### config.mk
export PLATFORM = sky130hd
export DESIGN_NAME = spief_top
export DESIGN_NICKNAME = d
export VERILOG_FILES = /design/src/pkg/spief_pkg.sv /design/src/pkg/spief_sig_if.sv /design/src/logic/spief_sync.sv /design/src/logic/spief_top.sv
export SDC_FILE = /design/constraint.sdc
export NUM_CORES = 1
export LEC_CHECK = 0
export BUFFER_PORTS_ARGS = -buffer_cell sky130_fd_sc_hd__buf_4
export CORE_MARGIN = 10
export CORE_UTILIZATION = 56
export CTS_CLUSTER_DIAMETER = 30
export CTS_CLUSTER_SIZE = 28
export DETAILED_ROUTE_END_ITERATION = 7
export PLACE_DENSITY = 0.88
export SLEW_MARGIN = 10
export SYNTH_ARGS = -nofsm -noshare
export SYNTH_HDL_FRONTEND = slang
export SYNTH_HIERARCHICAL = 1
export SYNTH_SLANG_ARGS = --single-unit
### constraint.sdc
create_clock -name clk_sys_i -period 3.2 [get_ports clk_sys_i]
set_input_delay 0.32 -clock clk_sys_i [delete_from_list [all_inputs] [get_ports clk_sys_i]]
set_output_delay 0.32 -clock clk_sys_i [all_outputs]
set_load 0.01 [all_outputs]
### src/pkg/spief_pkg.sv
`default_nettype none
package spief_pkg;
	localparam int DATA_W = 8;
	localparam logic [3:0] BITS_PER_BYTE = 4'h8;
	localparam int SYNC_W = 4;
	localparam int SIG_SCK = 0;
	localparam int SIG_MOSI = 1;
	localparam int SIG_MISO = 2;
	localparam int SIG_SS = 3;
	// Target select idles high, data lines idle low
	localparam logic [SYNC_W-1:0] SYNC_INIT = 4'h8;
	localparam int CLK_PERIOD_NS = 10;
	localparam int SCK_HALF_NS = 40;
	localparam int SCK_HALF_CYC = (SCK_HALF_NS / CLK_PERIOD_NS < 1) ? 1 : SCK_HALF_NS / CLK_PERIOD_NS;
	localparam int DIV_W = 8;
	localparam logic RST_FLAG = 1'b0;
	localparam logic RST_SOFT_LEVEL = 1'b0;
	localparam logic [DATA_W-1:0] RST_DATA = 8'h00;
	typedef enum logic {
		ST_IDLE,
		ST_SHIFT
	} spief_state_type;
endpackage
`default_nettype wire

### src/pkg/spief_sig_if.sv
`timescale 1ns/100ps
`default_nettype none
interface spief_sig_if #(
	parameter int W = 4
);
	logic [W-1:0] lvl;
	logic [W-1:0] rise;
	logic [W-1:0] fall;
	modport src (output lvl, output rise, output fall);
	modport dst (input lvl, input rise, input fall);
endinterface
`default_nettype wire

### src/logic/spief_sync.sv
`timescale 1ns/100ps
`default_nettype none
module spief_sync #(
	parameter int W = 4,
	parameter logic [W-1:0] INIT = '0
) (
	input wire logic clk_sys_i,
	input wire logic sys_rst_i,
	input wire logic [W-1:0] raw_i,
	spief_sig_if.src sig
);
	logic [W-1:0] s1_ff, s2_ff, s3_ff, lvl_ff, rise_ff, fall_ff;
	logic [W-1:0] nxt_lvl;

	if (W < 1) begin
		$error("spief_sync needs at least one line");
	end

	// A change counts only once the second and third stages agree
	always_comb begin
		nxt_lvl = (~(s2_ff ^ s3_ff) & s3_ff) | ((s2_ff ^ s3_ff) & lvl_ff);
	end

	always_ff @(posedge clk_sys_i) begin
		if (sys_rst_i) begin
			s1_ff <= INIT;
			s2_ff <= INIT;
			s3_ff <= INIT;
			lvl_ff <= INIT;
			rise_ff <= '0;
			fall_ff <= '0;
		end else begin
			s1_ff <= raw_i;
			s2_ff <= s1_ff;
			s3_ff <= s2_ff;
			lvl_ff <= nxt_lvl;
			rise_ff <= nxt_lvl & ~lvl_ff;
			fall_ff <= ~nxt_lvl & lvl_ff;
		end
	end

	assign sig.lvl = lvl_ff;
	assign sig.rise = rise_ff;
	assign sig.fall = fall_ff;
endmodule
`default_nettype wire

### src/logic/spief_top.sv
`timescale 1ns/100ps
`default_nettype none
// What this block does
// - Master with select pulled low sets the fault flag, interrupt if enabled.
// - A master fault clears port enable and master select, stopping all outputs.
// - Fault flag clears after status read while set, then control write.
// - While fault flag set, setting enable or master is refused except clearing write.
// - Fault flag is never set in slave mode but may stay set there.
// - Byte completing while done flag still set sets overrun, interrupt if enabled.
// - After overrun the read buffer keeps the first byte; later bytes are dropped.
// - Overrun flag clears on a status register read.
// - Data write during a transfer is dropped, transfer continues, clash flag set.
// - The clash flag never raises an interrupt.
// - Received bytes go to a separate read buffer, never the live shifter.
// - Wait mode leaves operation alone; any enabled event requests wake-up.
// - Halt ignores CPU strobes and freezes master shifting; repeated slave bytes in halt set overrun if select was low at entry.
// - In slave mode only a done interrupt wakes from halt.
// - Halt wake-up only if effective select was low at halt entry.
// - Done, fault and overrun share one request, gated by enable and CPU mask.
// - A slave with no new data shifts its last received byte back out.
// - Done flag clears after status access then data read or write.
// - Bytes are shifted most significant bit first.
// - Soft select mode takes internal select from the soft level bit.
module spief_top #(
	parameter int HALF_CYC = spief_pkg::SCK_HALF_CYC
) (
	input wire logic clk_sys_i,
	input wire logic sys_rst_i,
	input wire logic cr_wr_i,
	input wire logic cr_irq_en_i,
	input wire logic cr_periph_on_i,
	input wire logic cr_ctrl_sel_i,
	input wire logic csr_rd_i,
	input wire logic csr_wr_i,
	input wire logic csr_soft_mode_i,
	input wire logic csr_soft_level_i,
	input wire logic csr_out_dis_i,
	input wire logic dr_rd_i,
	input wire logic dr_wr_i,
	input wire logic [spief_pkg::DATA_W-1:0] dr_wdata_i,
	input wire logic cpu_irq_mask_i,
	input wire logic wait_mode_i,
	input wire logic halt_mode_i,
	input wire logic sck_i,
	input wire logic mosi_i,
	input wire logic miso_i,
	input wire logic target_select_n_i,
	output logic sck_o,
	output logic sck_oe_o,
	output logic mosi_o,
	output logic mosi_oe_o,
	output logic miso_o,
	output logic miso_oe_o,
	output logic [spief_pkg::DATA_W-1:0] dr_rdata_o,
	output logic transfer_done_flag_o,
	output logic write_clash_flag_o,
	output logic overrun_flag_o,
	output logic master_fault_flag_o,
	output logic peripheral_on_o,
	output logic controller_select_o,
	output logic spi_irq_enable_o,
	output logic soft_select_mode_o,
	output logic soft_select_level_o,
	output logic spi_irq_o,
	output logic wake_req_o
);
	import spief_pkg::*;

	spief_sig_if #(.W(SYNC_W)) pins ();

	spief_sync #(.W(SYNC_W), .INIT(SYNC_INIT)) u_sync (
		.clk_sys_i(clk_sys_i),
		.sys_rst_i(sys_rst_i),
		.raw_i({target_select_n_i, miso_i, mosi_i, sck_i}),
		.sig(pins.src)
	);

	if (HALF_CYC < 1 || HALF_CYC > 255) begin
		$error("HALF_CYC must lie in 1..255");
	end

	spief_state_type state_ff, nxt_state;
	logic spi_irq_enable_ff, spe_ff, controller_select_ff, ssm_ff, ssi_ff, sod_ff;
	logic nxt_spi_irq_enable, nxt_spe, nxt_controller_select, nxt_ssm, nxt_ssi, nxt_sod;
	logic transfer_done_flag_ff, write_clash_flag_ff, ovr_ff, master_fault_flag_ff;
	logic nxt_transfer_done_flag, nxt_write_clash_flag, nxt_ovr, nxt_master_fault_flag;
	logic transfer_done_flag_arm_ff, write_clash_flag_arm_ff, master_fault_flag_arm_ff;
	logic nxt_transfer_done_flag_arm, nxt_write_clash_flag_arm, nxt_master_fault_flag_arm;
	logic [DATA_W-1:0] shift_ff, nxt_shift, rxbuf_ff, nxt_rxbuf;
	logic [3:0] bitcnt_ff, nxt_bitcnt;
	logic [DIV_W-1:0] div_ff, nxt_div;
	logic sck_ff, nxt_sck, in_bit_ff, nxt_in_bit;
	logic halt_d_ff, halt_ok_ff, nxt_halt_ok;
	logic irq_ff, nxt_irq, wake_ff, nxt_wake;
	logic mosi_ff, mosi_oe_ff, miso_ff, miso_oe_ff, sck_oe_ff;
	logic nxt_mosi_oe, nxt_miso_oe, nxt_sck_oe;

	logic ss_eff, slave_sel, active, shift_ev, capture_ev, done, irq_cond;
	logic [DATA_W-1:0] shifted;

	always_comb begin
		ss_eff = ssm_ff ? ssi_ff : pins.lvl[SIG_SS];
		slave_sel = spe_ff & ~controller_select_ff & ~ss_eff;
		active = (state_ff == ST_SHIFT) | (slave_sel & (bitcnt_ff != 4'h0));
		shift_ev = 1'b0;
		capture_ev = 1'b0;
		done = 1'b0;
		nxt_state = state_ff;
		nxt_spi_irq_enable = spi_irq_enable_ff;
		nxt_spe = spe_ff;
		nxt_controller_select = controller_select_ff;
		nxt_ssm = ssm_ff;
		nxt_ssi = ssi_ff;
		nxt_sod = sod_ff;
		nxt_transfer_done_flag = transfer_done_flag_ff;
		nxt_write_clash_flag = write_clash_flag_ff;
		nxt_ovr = ovr_ff;
		nxt_master_fault_flag = master_fault_flag_ff;
		nxt_transfer_done_flag_arm = transfer_done_flag_arm_ff;
		nxt_write_clash_flag_arm = write_clash_flag_arm_ff;
		nxt_master_fault_flag_arm = master_fault_flag_arm_ff;
		nxt_shift = shift_ff;
		nxt_rxbuf = rxbuf_ff;
		nxt_bitcnt = bitcnt_ff;
		nxt_div = div_ff;
		nxt_sck = sck_ff;
		nxt_in_bit = in_bit_ff;
		nxt_halt_ok = halt_ok_ff;

		// CPU is stopped in halt, so its strobes are ignored there
		if (!halt_mode_i) begin
			if (csr_rd_i) begin
				nxt_ovr = 1'b0;
				nxt_master_fault_flag_arm = master_fault_flag_ff | master_fault_flag_arm_ff;
				nxt_write_clash_flag_arm = write_clash_flag_ff | write_clash_flag_arm_ff;
			end
			if (csr_rd_i || csr_wr_i) begin
				nxt_transfer_done_flag_arm = transfer_done_flag_ff | transfer_done_flag_arm_ff;
			end
			if (csr_wr_i) begin
				nxt_ssm = csr_soft_mode_i;
				nxt_ssi = csr_soft_level_i;
				nxt_sod = csr_out_dis_i;
			end
			if (cr_wr_i) begin
				nxt_spi_irq_enable = cr_irq_en_i;
				if (master_fault_flag_ff && !master_fault_flag_arm_ff) begin
					nxt_spe = spe_ff & cr_periph_on_i;
					nxt_controller_select = controller_select_ff & cr_ctrl_sel_i;
				end else begin
					nxt_spe = cr_periph_on_i;
					nxt_controller_select = cr_ctrl_sel_i;
				end
				if (master_fault_flag_arm_ff) begin
					nxt_master_fault_flag = 1'b0;
					nxt_master_fault_flag_arm = 1'b0;
				end
			end
			if (dr_rd_i || dr_wr_i) begin
				if (transfer_done_flag_arm_ff) begin
					nxt_transfer_done_flag = 1'b0;
					nxt_transfer_done_flag_arm = 1'b0;
				end
				if (write_clash_flag_arm_ff) begin
					nxt_write_clash_flag = 1'b0;
					nxt_write_clash_flag_arm = 1'b0;
				end
			end
			if (dr_wr_i) begin
				if (active) begin
					nxt_write_clash_flag = 1'b1;
				end else if (!transfer_done_flag_ff || transfer_done_flag_arm_ff) begin
					nxt_shift = dr_wdata_i;
					nxt_bitcnt = 4'h0;
					if (controller_select_ff && spe_ff) begin
						nxt_state = ST_SHIFT;
						nxt_div = '0;
					end
				end
			end
		end

		// Master clocking pauses in halt and picks up where it stopped
		if (state_ff == ST_SHIFT && !halt_mode_i) begin
			if (div_ff == DIV_W'(HALF_CYC - 1)) begin
				nxt_div = '0;
				nxt_sck = ~sck_ff;
				capture_ev = ~sck_ff;
				shift_ev = sck_ff;
			end else begin
				nxt_div = div_ff + DIV_W'(1);
			end
		end else if (slave_sel && (!halt_mode_i || halt_ok_ff)) begin
			capture_ev = pins.rise[SIG_SCK];
			shift_ev = pins.fall[SIG_SCK];
		end else if (!controller_select_ff && ss_eff) begin
			nxt_bitcnt = 4'h0;
		end

		if (capture_ev) begin
			nxt_in_bit = controller_select_ff ? pins.lvl[SIG_MISO] : pins.lvl[SIG_MOSI];
		end
		// Leftover content recirculates, so an unloaded slave echoes its last byte
		shifted = {shift_ff[DATA_W-2:0], in_bit_ff};
		if (shift_ev) begin
			nxt_shift = shifted;
			nxt_bitcnt = bitcnt_ff + 4'h1;
			if (bitcnt_ff + 4'h1 == BITS_PER_BYTE) begin
				done = 1'b1;
				nxt_bitcnt = 4'h0;
				nxt_state = ST_IDLE;
				nxt_sck = 1'b0;
			end
		end
		if (done) begin
			if (nxt_transfer_done_flag) begin
				nxt_ovr = 1'b1;
			end else begin
				nxt_rxbuf = shifted;
				nxt_transfer_done_flag = 1'b1;
				nxt_transfer_done_flag_arm = 1'b0;
			end
		end

		// Fault comes last so it beats any software set or clear in the same cycle
		if (controller_select_ff && !ss_eff) begin
			nxt_master_fault_flag = 1'b1;
			nxt_master_fault_flag_arm = 1'b0;
			nxt_spe = 1'b0;
			nxt_controller_select = 1'b0;
			nxt_state = ST_IDLE;
			nxt_sck = 1'b0;
			nxt_bitcnt = 4'h0;
		end

		if (halt_mode_i && !halt_d_ff) begin
			nxt_halt_ok = ~ss_eff;
		end

		irq_cond = spi_irq_enable_ff & ~cpu_irq_mask_i & (transfer_done_flag_ff | ovr_ff | master_fault_flag_ff);
		nxt_irq = irq_cond;
		nxt_wake = (wait_mode_i & irq_cond) |
			(halt_mode_i & halt_ok_ff & ~controller_select_ff & spi_irq_enable_ff & ~cpu_irq_mask_i & transfer_done_flag_ff);

		nxt_sck_oe = nxt_spe & nxt_controller_select;
		nxt_mosi_oe = nxt_spe & nxt_controller_select & ~nxt_sod;
		nxt_miso_oe = nxt_spe & ~nxt_controller_select & ~ss_eff & ~nxt_sod;
	end

	always_ff @(posedge clk_sys_i) begin
		if (sys_rst_i) begin
			state_ff <= ST_IDLE;
			spi_irq_enable_ff <= RST_FLAG;
			spe_ff <= RST_FLAG;
			controller_select_ff <= RST_FLAG;
			ssm_ff <= RST_FLAG;
			ssi_ff <= RST_SOFT_LEVEL;
			sod_ff <= RST_FLAG;
			transfer_done_flag_ff <= RST_FLAG;
			write_clash_flag_ff <= RST_FLAG;
			ovr_ff <= RST_FLAG;
			master_fault_flag_ff <= RST_FLAG;
			transfer_done_flag_arm_ff <= RST_FLAG;
			write_clash_flag_arm_ff <= RST_FLAG;
			master_fault_flag_arm_ff <= RST_FLAG;
			shift_ff <= RST_DATA;
			rxbuf_ff <= RST_DATA;
			bitcnt_ff <= 4'h0;
			div_ff <= '0;
			sck_ff <= 1'b0;
			in_bit_ff <= 1'b0;
			halt_d_ff <= 1'b0;
			halt_ok_ff <= 1'b0;
			irq_ff <= 1'b0;
			wake_ff <= 1'b0;
			mosi_ff <= 1'b0;
			miso_ff <= 1'b0;
			sck_oe_ff <= 1'b0;
			mosi_oe_ff <= 1'b0;
			miso_oe_ff <= 1'b0;
		end else begin
			state_ff <= nxt_state;
			spi_irq_enable_ff <= nxt_spi_irq_enable;
			spe_ff <= nxt_spe;
			controller_select_ff <= nxt_controller_select;
			ssm_ff <= nxt_ssm;
			ssi_ff <= nxt_ssi;
			sod_ff <= nxt_sod;
			transfer_done_flag_ff <= nxt_transfer_done_flag;
			write_clash_flag_ff <= nxt_write_clash_flag;
			ovr_ff <= nxt_ovr;
			master_fault_flag_ff <= nxt_master_fault_flag;
			transfer_done_flag_arm_ff <= nxt_transfer_done_flag_arm;
			write_clash_flag_arm_ff <= nxt_write_clash_flag_arm;
			master_fault_flag_arm_ff <= nxt_master_fault_flag_arm;
			shift_ff <= nxt_shift;
			rxbuf_ff <= nxt_rxbuf;
			bitcnt_ff <= nxt_bitcnt;
			div_ff <= nxt_div;
			sck_ff <= nxt_sck;
			in_bit_ff <= nxt_in_bit;
			halt_d_ff <= halt_mode_i;
			halt_ok_ff <= nxt_halt_ok;
			irq_ff <= nxt_irq;
			wake_ff <= nxt_wake;
			mosi_ff <= nxt_shift[DATA_W-1];
			miso_ff <= nxt_shift[DATA_W-1];
			sck_oe_ff <= nxt_sck_oe;
			mosi_oe_ff <= nxt_mosi_oe;
			miso_oe_ff <= nxt_miso_oe;
		end
	end

	assign sck_o = sck_ff;
	assign sck_oe_o = sck_oe_ff;
	assign mosi_o = mosi_ff;
	assign mosi_oe_o = mosi_oe_ff;
	assign miso_o = miso_ff;
	assign miso_oe_o = miso_oe_ff;
	assign dr_rdata_o = rxbuf_ff;
	assign transfer_done_flag_o = transfer_done_flag_ff;
	assign write_clash_flag_o = write_clash_flag_ff;
	assign overrun_flag_o = ovr_ff;
	assign master_fault_flag_o = master_fault_flag_ff;
	assign peripheral_on_o = spe_ff;
	assign controller_select_o = controller_select_ff;
	assign spi_irq_enable_o = spi_irq_enable_ff;
	assign soft_select_mode_o = ssm_ff;
	assign soft_select_level_o = ssi_ff;
	assign spi_irq_o = irq_ff;
	assign wake_req_o = wake_ff;
endmodule
`default_nettype wire

==> run metrics <==
vias in the first global route between 2k and 3k; first-pass iteration count of the detailed router 4; power per cell area between 400 and 500 nW/um^2; Iter 0 DRT Violations 154; Port-buffer cells 52; Initial Utilization 0.5849; Clock Latency Late Sink 0.34 ns; routed vias 2,545; crit path max fanout 27; nets 408; setup bufs post-CTS 0; Fin. Hold Viols 0; Antenna Nets Post-Route 0; die extent in x 93.73 microns; Final Util 0.6950; period utilization 0.8509; Filler Cell Count 399; Slew Viols, Final 0; CTS Buffer Depth 2; Cells after Synth between 300 and 400; final WL 7019 microns; grt ovf 0; Std-Cell Core Area ~5200 sq um; Register Area 1381 sq um; # setup viols final 0; outcome finished, final reports clean; routed len/inst 15.60 microns; Max Fclk ~370 MHz; height of the die between 90 and 100 microns; multi-input combinational cell area 1513 sq um; crit end category flip-flop; Power Total 1.715 mW; TritonCTS Sinks 69; CTS tree built; gr usage total 0.1688; post-CTS sizing 0; VDD IR-drop max 0.3875 mV; clk_skew just under 0.008 ns; Post-Syn Area about 3000 sq um; clk root buf clkbuf_8; setup TNS 0 ns; Post-Syn Nets 362; number of remaining DRC errors 0; worst path arrival time about 3 ns; Layout area overhead 18.82%; vias per inst about 5.7; diode count 0; io pins between 50 and 60; Worst-path clk slew around 0.080 ns; CTS Hold Buffers Added 0; placed wire-length estimate ~5000 microns; Lkg Pwr approximately 1.4 nW; Worst setup SP type flip-flop; cts bufs inserted 9; yosys warns 6; Rows 26; largest net degree at the start of global routing 60; Worst Max-Slew Pin Slew 1.024 ns; Die Area around 9000 sq um; min-delay worst type input pin to flip-flop; layout cells sized above 1 0.2421; RSZ-0062 raised after global routing false; first-pass GRT wire length 12,000 microns; RePlAce Congestion roughly 0.83; Syn Area/Cell between 9 and 10 sq um; required time of the critical path roughly 3.5 ns; CTS HTree Levels 3; initial antenna violation count 0; Final Critical Period approximately 2.7 ns; Relative slew margins 0.3171; Crit Path Class flip-flop to flip-flop; max_cap viols 0
-- critical path, stage by stage, from the launching register on --
cell	delay [ns]
dfxtp_1	0.38
ha_1	0.24
or4b_4	0.51
nor4_2	0.26
ha_1	0.22
nand2_1	0.07
o21a_1	0.49
nor4_1	0.37
a31o_1	0.13
-- final timing paths --
check,start,end,slack (ns),cells after the start
max,div_ff[0],bitcnt_ff[0],0.48,8
min,target_select_n_i,u_sync/s1_ff[3],0.16,2
max reg2reg,div_ff[0],bitcnt_ff[0],0.48,8
min reg2reg,u_sync/s1_ff[3],u_sync/s2_ff[3],0.42,1
-- layout by cell type, fill, tap and decap left out, types with 9 or more instances in the layout --
| master | n |
|---|---|
| nand4_1 | 9 |
| nor2_1 | 35 |
| clkbuf_8 | 10 |
| nand2b_1 | 11 |
| nand3_1 | 12 |
| a21oi_1 | 27 |
| nand2_1 | 26 |
| o21ai_1 | 10 |
| dfxtp_1 | 69 |
| buf_4 | 54 |
| nor2b_1 | 11 |
-- metrics by stage --
stage | hold WS [ns] | worst slack, ns | cells | cell area, sq um
after global placement | 0.3863 | 0.6211 | 434 | 3417
after detailed placement | 0.3934 | 0.4940 | 434 | 3417
after floorplan | 0.3832 | 0.9697 | 329 | 3044
after global routing | 0.1420 | 0.2285 | 450 | 3617
final | 0.1576 | 0.4770 | 450 | 3617
after CTS | 0.1424 | 0.4715 | 450 | 3617
-- power by group --
group / internal, mW / total [mW] / switching (mW)
registers: 0.876 / 0.890 / 0.0143
clock network: 0.378 / 0.714 / 0.336
logic: 0.0546 / 0.111 / 0.0563
total: 1.31 / 1.71 / 0.406
-- sequential cells by signal (all words and copies together) (netlist names), 4 cells and up --
register and flops:
shift_ff 8, div_ff 8, u_sync/s3_ff 4, u_sync/s2_ff 4, dr_rdata_o 8, u_sync/s1_ff 4
u_sync/sig.lvl 4, bitcnt_ff 4
-- final cells by class --
type                            instances  area share
Multi-Input combinational cell        233      0.4182
Clock inverter                          6     0.01730
Tap cell                               70     0.02421
Timing Repair Buffer                   54      0.1121
Sequential cell                        69      0.3819
Clock buffer                           10     0.03805
Inverter                                8    0.008302
-- per-layer routing --
layer  vias up  track usage  part of all wire  routed length (microns)
li1       1272            -                 -                        -
met1      1175       0.1973              0.42                     2925
met2        92       0.2661              0.47                     3320
met3         6      0.07514              0.10                      712
met4         0      0.06329            0.0087                       61
met5         -            0                 0                        0
(Power assumes the default switching activity.)
